## src/design/bra_pkg.sv

```systemverilog
/*
  constants and types shared by the bus release and arbiter block.
  assumes a single system clock; no register bus, control bits are ports.
*/
package bra_pkg;
  // =====================================================================
  // widths
  localparam int ADDR_W = 24;
  localparam int DATA_W = 16;
  localparam int CS_W   = 8;
  localparam int MSTP_W = 16;

  // =====================================================================
  // module stop values that halt release in sleep
  localparam logic [15:0] MSTP_ALL_STOP_A = 16'hffff;
  localparam logic [15:0] MSTP_ALL_STOP_B = 16'hefff;

  // =====================================================================
  // reset values
  localparam logic RST_ACK_N  = 1'b1;
  localparam logic RST_DROP_N = 1'b1;

  // external bus ownership states
  typedef enum logic [1:0] {
    BRA_OWNED,      // device drives the external bus
    BRA_RELEASED    // outside master owns the external bus
  } bra_ext_type;

  // internal bus owner
  typedef enum logic [1:0] {
    BRA_IDLE,
    BRA_CPU,
    BRA_XFER
  } bra_own_type;
endpackage : bra_pkg

```

## src/design/bra_bus_release_arbiter.sv

```systemverilog
/*
  external bus release and internal bus arbiter.
  assumes the bus engine reports cycle boundaries and drives pin values;
  this block decides who owns the bus and gates pin enables.
*/
// Functional notes
// - release only in expansion mode with enable
// - sampled request: acknowledge low, pins floated
// - address, data, selects, strobes all floated
// - internal external access waits during release
// - drop request output when enabled and needed
// - request high ends release, acknowledge high
// - release wins over simultaneous internal access
// - internal bus runs during release
// - release only after current cycle ends
// - sleep with all-stopped value halts release
// - arbiter acknowledges highest priority requester
// - transfer controller above cpu
// - owner keeps bus until acknowledge withdrawn
// - cpu yields only at cycle boundary
// - sleeping cpu yields immediately
// - transfer controller requests on activation
// - transfer controller yields at step ends
// - power-on reset abandons cycle at once
// - manual reset keeps state, finishes cycle
module bra_bus_release_arbiter
  import bra_pkg::*;
(
  // clock and resets
  input  wire logic              clock,
  input  wire logic              srst,
  input  wire logic              clk_en,
  input  wire logic              manual_reset,
  // configuration
  input  wire logic              expansion_mode,
  input  wire logic              release_enable,
  input  wire logic              drop_request_out_enable,
  input  wire logic              sleep_mode,
  input  wire logic [MSTP_W-1:0] module_stop_reg,
  // outside master pins
  input  wire logic              ext_bus_request_n,
  output logic                   ext_bus_ack_n,
  output logic                   drop_request_out_n,
  // pin output enables, high while the device drives
  output logic                   addr_oe,
  output logic                   data_oe,
  output logic                   area_select_oe,
  output logic                   addr_strobe_oe,
  output logic                   read_strobe_oe,
  output logic                   upper_write_strobe_oe,
  output logic                   lower_write_strobe_oe,
  // external bus engine status
  input  wire logic              ext_cycle_busy,
  input  wire logic              ext_cycle_start_req,
  input  wire logic              drive_data,
  output logic                   ext_cycle_go,
  output logic                   wait_ignore,
  // cpu master
  input  wire logic              cpu_req,
  input  wire logic              cpu_cycle_boundary,
  input  wire logic              cpu_split_active,
  output logic                   cpu_ack,
  // transfer controller master
  input  wire logic              xfer_activation,
  input  wire logic              xfer_step_done,
  input  wire logic              xfer_done,
  output logic                   xfer_bus_req,
  output logic                   xfer_ack
);

  // =====================================================================
  // state record
  typedef struct packed {
    logic        req_meta;     // synchroniser stage one
    logic        req_sync;     // synchronised request, active high
    bra_ext_type ext;          // external bus ownership
    bra_own_type own;          // internal bus owner
    logic        xfer_pend;    // transfer controller wants the bus
    logic        ack_n;
    logic        drop_n;
    logic        oe;           // common pin enable
    logic        data_oe;
    logic        go;
    logic        wait_ign;
    logic        cpu_ack;
    logic        xfer_ack;
  } bra_state_type;

  bra_state_type st_reg;   // registered state
  bra_state_type st_next;  // next state

  // =====================================================================
  // helpers
  // release function halted in sleep with all modules stopped
  function automatic logic halt_stop(input logic slp,
                                     input logic [MSTP_W-1:0] m);
    return slp && (m == MSTP_ALL_STOP_A || m == MSTP_ALL_STOP_B);
  endfunction : halt_stop

  logic rel_allowed;   // release may be granted
  logic cpu_can_yield; // cpu sits at a legal hand-over point
  logic want_xfer;     // transfer controller request level

  // =====================================================================
  // next-state logic
  always_comb begin
    st_next       = st_reg;
    rel_allowed   = expansion_mode && release_enable &&
                    !halt_stop(sleep_mode, module_stop_reg);
    // sleeping cpu yields at once, else only at a whole-cycle break
    cpu_can_yield = sleep_mode ||
                    (cpu_cycle_boundary && !cpu_split_active);
    want_xfer     = st_reg.xfer_pend || xfer_activation;

    // the first stage is read only by the second
    st_next.req_meta = !ext_bus_request_n;
    st_next.req_sync = st_reg.req_meta;

    // pending transfer request from activation until done
    if (xfer_activation) begin
      st_next.xfer_pend = 1'b1;
    end else if (xfer_done && st_reg.own == BRA_XFER) begin
      st_next.xfer_pend = 1'b0;
    end

    // -------------------------------------------------------------------
    // external release
    case (st_reg.ext)
      BRA_OWNED: begin
        // a cycle in flight is allowed to end first; the read strobe
        // may thus go from low straight to float
        if (st_reg.req_sync && rel_allowed && !ext_cycle_busy &&
            !srst) begin
          st_next.ext = BRA_RELEASED;
        end
      end
      BRA_RELEASED: begin
        if (!st_reg.req_sync) begin
          st_next.ext = BRA_OWNED;
        end
      end
      default: st_next.ext = BRA_OWNED;
    endcase

    st_next.ack_n   = (st_next.ext != BRA_RELEASED);
    st_next.oe      = (st_next.ext != BRA_RELEASED);
    st_next.data_oe = st_next.oe && drive_data;
    // ask the outside master to let go when internal access waits
    st_next.drop_n  = !(st_next.ext == BRA_RELEASED &&
                        drop_request_out_enable &&
                        ext_cycle_start_req);
    // start external cycles only while owning, release has priority
    st_next.go      = ext_cycle_start_req &&
                      st_next.ext == BRA_OWNED &&
                      !(st_reg.req_sync && rel_allowed);
    // manual reset completes the running cycle without waits
    st_next.wait_ign = manual_reset && ext_cycle_busy;

    // -------------------------------------------------------------------
    // internal arbiter, independent of the external release
    case (st_reg.own)
      BRA_IDLE: begin
        if (want_xfer) begin
          st_next.own = BRA_XFER;
        end else if (cpu_req) begin
          st_next.own = BRA_CPU;
        end
      end
      BRA_CPU: begin
        // cpu holds the bus until the acknowledge is taken back
        if (want_xfer && cpu_can_yield) begin
          st_next.own = BRA_XFER;
        end else if (!cpu_req && cpu_can_yield) begin
          st_next.own = BRA_IDLE;
        end
      end
      BRA_XFER: begin
        // only the end of a vector read, info read, transfer or write
        if (xfer_step_done && (xfer_done || !want_xfer)) begin
          st_next.own = cpu_req ? BRA_CPU : BRA_IDLE;
        end
      end
      default: st_next.own = BRA_IDLE;
    endcase

    // manual reset holds the owner as it is; done before the acknowledges
    // are derived so that they never disagree with the frozen owner
    if (manual_reset) begin
      st_next.own = st_reg.own;
    end

    st_next.cpu_ack  = (st_next.own == BRA_CPU);
    st_next.xfer_ack = (st_next.own == BRA_XFER);
  end

  // =====================================================================
  // state register; power-on reset drops everything at once
  always_ff @(posedge clock) begin
    if (srst) begin
      st_reg          <= '0;
      st_reg.ext      <= BRA_OWNED;
      st_reg.own      <= BRA_IDLE;
      st_reg.ack_n    <= RST_ACK_N;
      st_reg.drop_n   <= RST_DROP_N;
      st_reg.oe       <= 1'b1;
    end else if (clk_en) begin
      st_reg <= st_next;
    end
  end

  // =====================================================================
  // outputs straight from the state record
  assign ext_bus_ack_n         = st_reg.ack_n;
  assign drop_request_out_n    = st_reg.drop_n;
  assign addr_oe               = st_reg.oe;
  assign data_oe               = st_reg.data_oe;
  assign area_select_oe        = st_reg.oe;
  assign addr_strobe_oe        = st_reg.oe;
  assign read_strobe_oe        = st_reg.oe;
  assign upper_write_strobe_oe = st_reg.oe;
  assign lower_write_strobe_oe = st_reg.oe;
  assign ext_cycle_go          = st_reg.go;
  assign wait_ignore           = st_reg.wait_ign;
  assign cpu_ack               = st_reg.cpu_ack;
  assign xfer_ack              = st_reg.xfer_ack;
  assign xfer_bus_req          = st_reg.xfer_pend;

endmodule : bra_bus_release_arbiter

```

## config.mk

```make
export PLATFORM = sky130hd
export DESIGN_NAME = bra_bus_release_arbiter
export DESIGN_NICKNAME = d
export VERILOG_FILES = /design/src/design/bra_pkg.sv /design/src/design/bra_bus_release_arbiter.sv
export SDC_FILE = /design/constraint.sdc
export NUM_CORES = 1
export LEC_CHECK = 0
export ABC_AREA = 0
export BUFFER_PORTS_ARGS = -buffer_cell sky130_fd_sc_hd__buf_4
export CAP_MARGIN = 40
export CORE_ASPECT_RATIO = 0.9
export CORE_MARGIN = 2
export CORE_UTILIZATION = 43
export DETAILED_ROUTE_END_ITERATION = 12
export GPL_TIMING_DRIVEN = 0
export PLACE_DENSITY = 0.92
export SLEW_MARGIN = 20
export SYNTH_ARGS = -nofsm -noshare
export SYNTH_HDL_FRONTEND = slang
export SYNTH_SLANG_ARGS = --single-unit
```

## constraint.sdc

```tcl
create_clock -name clock -period 2.53 [get_ports clock]
set_clock_uncertainty 0.1 [all_clocks]
set_input_delay 0.506 -clock clock [delete_from_list [all_inputs] [get_ports clock]]
set_output_delay 0.506 -clock clock [all_outputs]
set_load 0.01 [all_outputs]
```

==> metrics list, run 1 <==
* Predominant post-synthesis flop cell: dfxtp_1
- Core region area: about 1600 um2
- For the worst-skew pair, the clock arrives at the later sink with an insertion delay of about 280 ps.
* Total length of routed wires: slightly above 2 mm
- Counting every instance in the synthesized netlist gives between 80 and 90.
- Once the floorplan was initialized, standard cells occupied between 40% and 50% of the core.
- The library cell used most frequently in the layout, excluding fill and tap cells, is buf_4.
* Number of buffers added by the clock tree synthesis step: 3
- Critical register-to-register path startpoint: xfer_bus_req
* Endpoint arrival time on the critical path: 1030 ps
- EDFF count, synth: 0
* TritonCTS clock tree: built
- At the end of routability-driven placement, the weighted congestion stood at between 0.8 and 0.9.
* Worst relative slew slack: a little over two thirds
- Accumulated negative setup slack: 0 ps
- Buffer levels on the longest clock path: 2
* Post-Syn Nets: between 100 and 150
* Number of remaining DRC errors: 0
- Counting the fill cells in the layout gives 123.
- Counting I/O delays and the setup requirement, the final critical path takes 1640 ps.
- From synthesis to final layout, the design area changed by 56.3%.
- Die Span X: about 47 um
- RSZ-0062 raised after global routing: false
* Number of setup violations in the final report: 0
- Row count: 14
- Upper clock frequency limit: between 600 and 700 MHz
- First-pass GRT wire length: ~3.5 mm
- Fraction of final layout cells sized beyond drive strength 1: ~44%
- For this run, the number of Yosys warnings is 0.
* Start point of the critical path: addr_oe
- Synthesis inferred 14 register bits.
* Pleak: 0.532 nW
- At the pin with the least slew margin, the transition time is about 440 ps.
* Post-detail-place hpwl: 1.67 mm
- WS Path Type: reg -> out
* Endpoints failing hold: 0
- Final period util: between 60% and 70%
- Fraction of registers with async set/reset: 0%
- Remaining antenna violation count: 0
- Yosys mapped the design onto 33 distinct sky130hd cell types.
- Summing all multi-input logic gate instances after layout gives 357 um2.
- The number of antenna violations at the first check in global routing was 0.
- On the final layout, the worst hold slack is roughly 300 ps.
- Vert. Die Dim: approximately 43 um
* Mean instance size in the synthesized netlist: about 8.5 um2
- Number of top-level pins: 48
* Final core utilization: between 70% and 80%
- Top area cells in the synthesized netlist: dfxtp_1 (38%), buf_4 (6.2%), a21oi_1 (5.5%)
- The path class of the tightest hold or removal check is in -> reg.
- Buffers added to address setup during post-CTS repair amount to 0.
- Min-delay src: ext_bus_request_n
- Largest register FFs: 5
- The mapped netlist covers 731 um2.
- Largest voltage drop on the vdd net: 441 uV
* Element type at the critical path start: flip-flop
- Via count of the first global-routing pass: roughly 790
- 0 antenna diodes ended up in the layout.
- Pins over their slew limit: 0
* Net count of the finished layout: 171
- Min setup slack post-route: between 800 and 900 ps
* Kind of end point of the critical path: primary output
- In this run the worst path has a maximum fanout of 8.
* Hold buffer count at cts: 0
- CP Data Required Time: ~1900 ps
- Vias per cell: a little over 5
- Sequential cell area: roughly 280 um2
- Clock Sinks: 14
- DIE AREA: ~2000 um2
- Seq/Total Area, Yosys: approximately two fifths
- H-tree levels: 1
* Number of DRC violations after detailed-routing iteration 0: 28
- The routed layout has ~820 vias.
* Clock transition at the registers of the reported paths: 90 ps
- Summed over its instances, the top area cell type makes up between 30% and 40% of the synthesized netlist area.
* Top library cells by usage in the layout, fill and taps aside: buf_4 (52), dfxtp_1 (14), a21oi_1 (8)
* Clock Tree Root: clkbuf_4
- Prior to clock tree synthesis, the placed netlist has a worst setup slack of 671 ps.
- The tool flagged a number of max-cap violations equal to 0.
- Count of input and output buffers: between 40 and 50
- Overall global routing resource usage: 23.5%
- The synthesized design spends more area on one cell type than any other, namely dfxtp_1.
- Result of the run: completed
* Remaining global-route overflow: 0
- The first TritonRoute pass finished after 4 iterations.
- Power density over the cells: 455 nW/um2
- Dividing the detail-routed wire length by the instance count gives 13.0 um.
* Count of cells resized by post-cts repair: 0
- Maximum number of pins on one net before global-route repair: 11
## worst max-delay path, stage by stage (launching register included)
cell	delay [ps]
dfxtp_1	470
buf_4	160
buf_4	110
## cell families (layout without fill, tap and decap cells)
| logic type | Yosys count | in the layout | synth area share (%) |
|---|---|---|---|
| AND/OR/NAND/NOR | 33 | 33 | 24.3 |
| AO/OA/AOI/OAI | 23 | 23 | 21.7 |
| flip-flops | 14 | 14 | 38.4 |
| buffers and inverters | 14 | 64 | 12.8 |
| multiplexers | 2 | 2 | 2.74 |
## layout make-up
type                            instances  area share (%)
Timing Repair Buffer                   46            30.2
Sequential cell                        14            24.5
Multi-Input combinational cell         58            31.2
Tap cell                               24            2.63
Clock buffer                            4            3.18
Buffer                                  9            6.57
Inverter                                5            1.64
## power breakdown
group	leakage (nW)	total [mW]	internal (mW)	switching, mW
logic	0.396	0.119	0.0719	0.0472
registers	0.115	0.239	0.230	0.00811
clock network	0.0210	0.162	0.0876	0.0748
## synthesized netlist by cell type, types with 2 or more instances
master / count
a21o_1: 2
a21oi_1: 8
buf_4: 6
dfxtp_1: 14
inv_1: 5
mux2i_1: 2
nand2_1: 7
nand2b_1: 3
nand3_1: 6
nand4_1: 4
nor2_1: 4
nor3_1: 2
o21ai_0: 2
o32ai_1: 2
## worst paths after layout
| path | cells past startpoint | slack (ps) | end |
|---|---|---|---|
| worst min-delay path | 2 | 300 | st_next[13] |
| worst min register to register | 2 | 370 | wait_ignore |
| worst max register to register | 5 | 980 | xfer_ack |
| worst max-delay path | 2 | 890 | upper_write_strobe_oe |
## per-stage QoR
stage,power (mW),std cells,cell area [um2]
after floorplan,0.294,86,731
after global placement,0.358,156,1110
after detailed placement,0.362,156,1110
after CTS,0.522,160,1140
after global routing,0.546,160,1140
final,0.520,160,1140
## routing by layer
layer	up-vias	share of wire [%]	track usage (%)
met5	-	0	0
met4	0	1.6	5.00
met3	4	8.0	6.81
met2	36	53	37.6
met1	371	37	30.6
li1	411	-	-
(Power assumes the default switching activity.)
==> run 2, diff against run 1 <==
CORE_UTILIZATION = 40   (was 43)
PLACE_DENSITY = 0.87   (was 0.92)
clock period = 1.7 ns   (was 2.53 ns; I/O delays follow)
==> metrics list, run 2 (synthesis gave the netlist of run 1 again) <==
- Result of the run: completed (unchanged).
- The met3 capacity usage during global routing came to 6.76% (was 6.81%).
- The power after layout was 0.710 mW (was 0.520 mW).
* Power density over the cells: 629 nW/um2 (was 455 nW/um2)
* Element type at the critical path start: flip-flop (unchanged)
- Placer Congestion: 0.793 (was 0.814)
* Clock transition at the registers of the reported paths: 80 ps (was 90 ps)
- The die outline area was 2180 um2 (was 2050 um2).
- Number of remaining DRC errors: 0 (unchanged)
- The number of buffers added for setup after CTS came to 0 (unchanged).
* Most common cell after layout, fill and taps aside: buf_4 (unchanged)
- Fraction of final layout cells sized beyond drive strength 1: 43.7% (was 44.1%)
- The root buffer cell is clkbuf_4 (unchanged).
- The arrival time reported for the critical path endpoint came to 1590 ps (was 1030 ps).
* Slowest cell on the critical path: dfxtp_1 (unchanged)
* Top library cells by usage in the layout, fill and taps aside: buf_4 (52), dfxtp_1 (14), a21oi_1 (8) (unchanged)
- The total negative slack for setup checks came to 0 ps (unchanged).
- The CTS H-tree depth is 1 (unchanged).
- The count of instances resized after the clock tree is built was 0 (unchanged).
- The HPWL reported at the end of detailed placement came to 1.53 mm (was 1.67 mm).
- Upper clock frequency limit: 683 MHz
- The remaining max-slew budget at the tightest pin is 74.4% (was 70.3%).
- The wire length per cell came to 12.0 um (was 13.0 um).
- The length of the first detailed-routing pass in iterations came to 4 (unchanged).
- Number of buffers added by the clock tree synthesis step: 3 (unchanged)
* Number of setup violations in the final report: 0 (unchanged)
* Number of top-level pins: 48 (unchanged)
- TritonCTS clock tree: built (unchanged)
* Starting utilization of the core area: 43.0% (was 44.9%)
- Maximum fanout along the worst path: 5 (was 8)
- Antenna diode count: 0 (unchanged)
- The via density per instance is 5.16 (was 5.14).
* Kind of end point of the critical path: flip-flop (was primary output)
- The final critical path takes up between 80% and 90% of the cycle.
- The worst endpoint required time was 1820 ps (was 1920 ps).
- The count of hold-fix buffers inserted at cts came to 0 (unchanged).
- Number of cells on the worst reg-to-reg path: 5 (unchanged)
- Worst hold margin: 155 ps (was 297 ps)
- Clock Sinks: 14 (unchanged)
* RSZ-0062 raised after global routing: false (unchanged)
- The worst-margin pin slew is 383 ps (was 445 ps).
* Via count of the first global-routing pass: 748 (was 786)
* Pins over their slew limit: 0 (unchanged)
- Buffer levels on the longest clock path: 2 (unchanged)
- The number of antenna violations at the first check in global routing is 0 (unchanged).
* Overall global routing resource usage: 18.5% (was 23.5%)
- The final wirelength was 1.90 mm (was 2.07 mm).
* Area growth from synthesis to layout: 54.5% (was 56.3%)
* Remaining antenna violation count: 0 (unchanged)
- The number of DRC markers in iteration 0 came to 23 (was 28).
- Vert. Die Dim: 44.5 um (was 43.1 um)
- The number of buffers and inverters on the critical path is 0 (was 2).
- Logic depth of the worst path, buffers included: 5 (was 2)
- Core region area: 1700 um2 (was 1630 um2)
- The first-pass GRT wire length was 3.13 mm (was 3.46 mm).
- Worst hold path stage count: 2 (unchanged)
- Die Span X: 49.1 um (was 47.5 um)
* WS Path Type: reg -> reg (was reg -> out)
* Count of input and output buffers: 46 (unchanged)
- The routed design could run at a clock period as short as approximately 1500 ps.
- Series of cell instances along the critical path: nor2b_1 > nand3b_1 > o32ai_1 > o22a_1 > and3b_1 (was buf_4 > buf_4)
- The total count of hold-check failures in the final report is 0 (unchanged).
- Remaining global-route overflow: 0 (unchanged)
* HP Class: in -> reg (unchanged)
- The flip-flop count of the largest register, all copies and words added came to 5 (unchanged).
- Net count of the finished layout: 171 (unchanged)
- The number of vias in the routed layout came to 820 (was 822).
* Layer with the highest usage: met2 (unchanged)
- The highest cell delay on the worst timing path was 410 ps (was 470 ps).
- Pleak: 0.525 nW (was 0.532 nW)
- The maximum number of pins on one net before global-route repair is 11 (unchanged).
- Largest voltage drop on the vdd net: 418 uV (was 441 uV)
- The met2 track utilization from global routing is 33.2% (was 37.6%).
- The max capacitance violation total was 0 (unchanged).
* Largest delay share family, worst path: simple AND/OR/NAND/NOR gates (was flip-flops)
* Met1 Track Usage GR: 22.5% (was 30.6%)
- Source-to-sink clock delay at the later pin of the worst-skew pair: 270 ps (was 280 ps)
* Row count: 14 (unchanged)
[run 2: cell count changes in the layout (fill, tap and decap cells not counted), sizes merged]
cell | previous run | this run
clkbuf | 5 | 4
[run 2: path summary, 6_finish.rpt]
kind                     start           to  slack (ps)
max                 st_reg[10]      cpu_ack         230
min          ext_bus_request_n  st_next[13]         150
max reg2reg         st_reg[10]      cpu_ack         230
min reg2reg        wait_ignore  wait_ignore         380
[run 2: power by group]
group / switching (mW) / total (mW) / internal (mW)
registers: 0.0119 / 0.355 / 0.343
clock network: 0.0969 / 0.179 / 0.0819
logic: 0.0692 / 0.176 / 0.107
total: 0.178 / 0.710 / 0.532
[run 2: area by class of cell]
cell class              count  area (um2)
fillers                   139         571
clock buffers               3        22.5
plain buffers               9        75.1
inverters                   5        18.8
flip-flops and latches     14         280
multi-input cells          58         357
well taps                  24        30.0
repair buffers             46         345
[run 2: metal layers]
metal | routed length (um) | up-vias
met1 | 786 | 370
met4 | 9 | 0
met2 | 938 | 40
met3 | 169 | 2
li1 | - | 408
met5 | 0 | -
[run 2: per-stage QoR]
step	setup slack (ps)	instances	instance area, um2	util, %
4_1_cts	242	159	1130	66.4
5_1_grt	149	159	1130	66.4
6_report	235	159	1130	66.4
3_5_place_dp	52.5	156	1110	65.1
2_1_floorplan	265	86	731	-
3_3_place_gp	77.9	156	1110	65.1
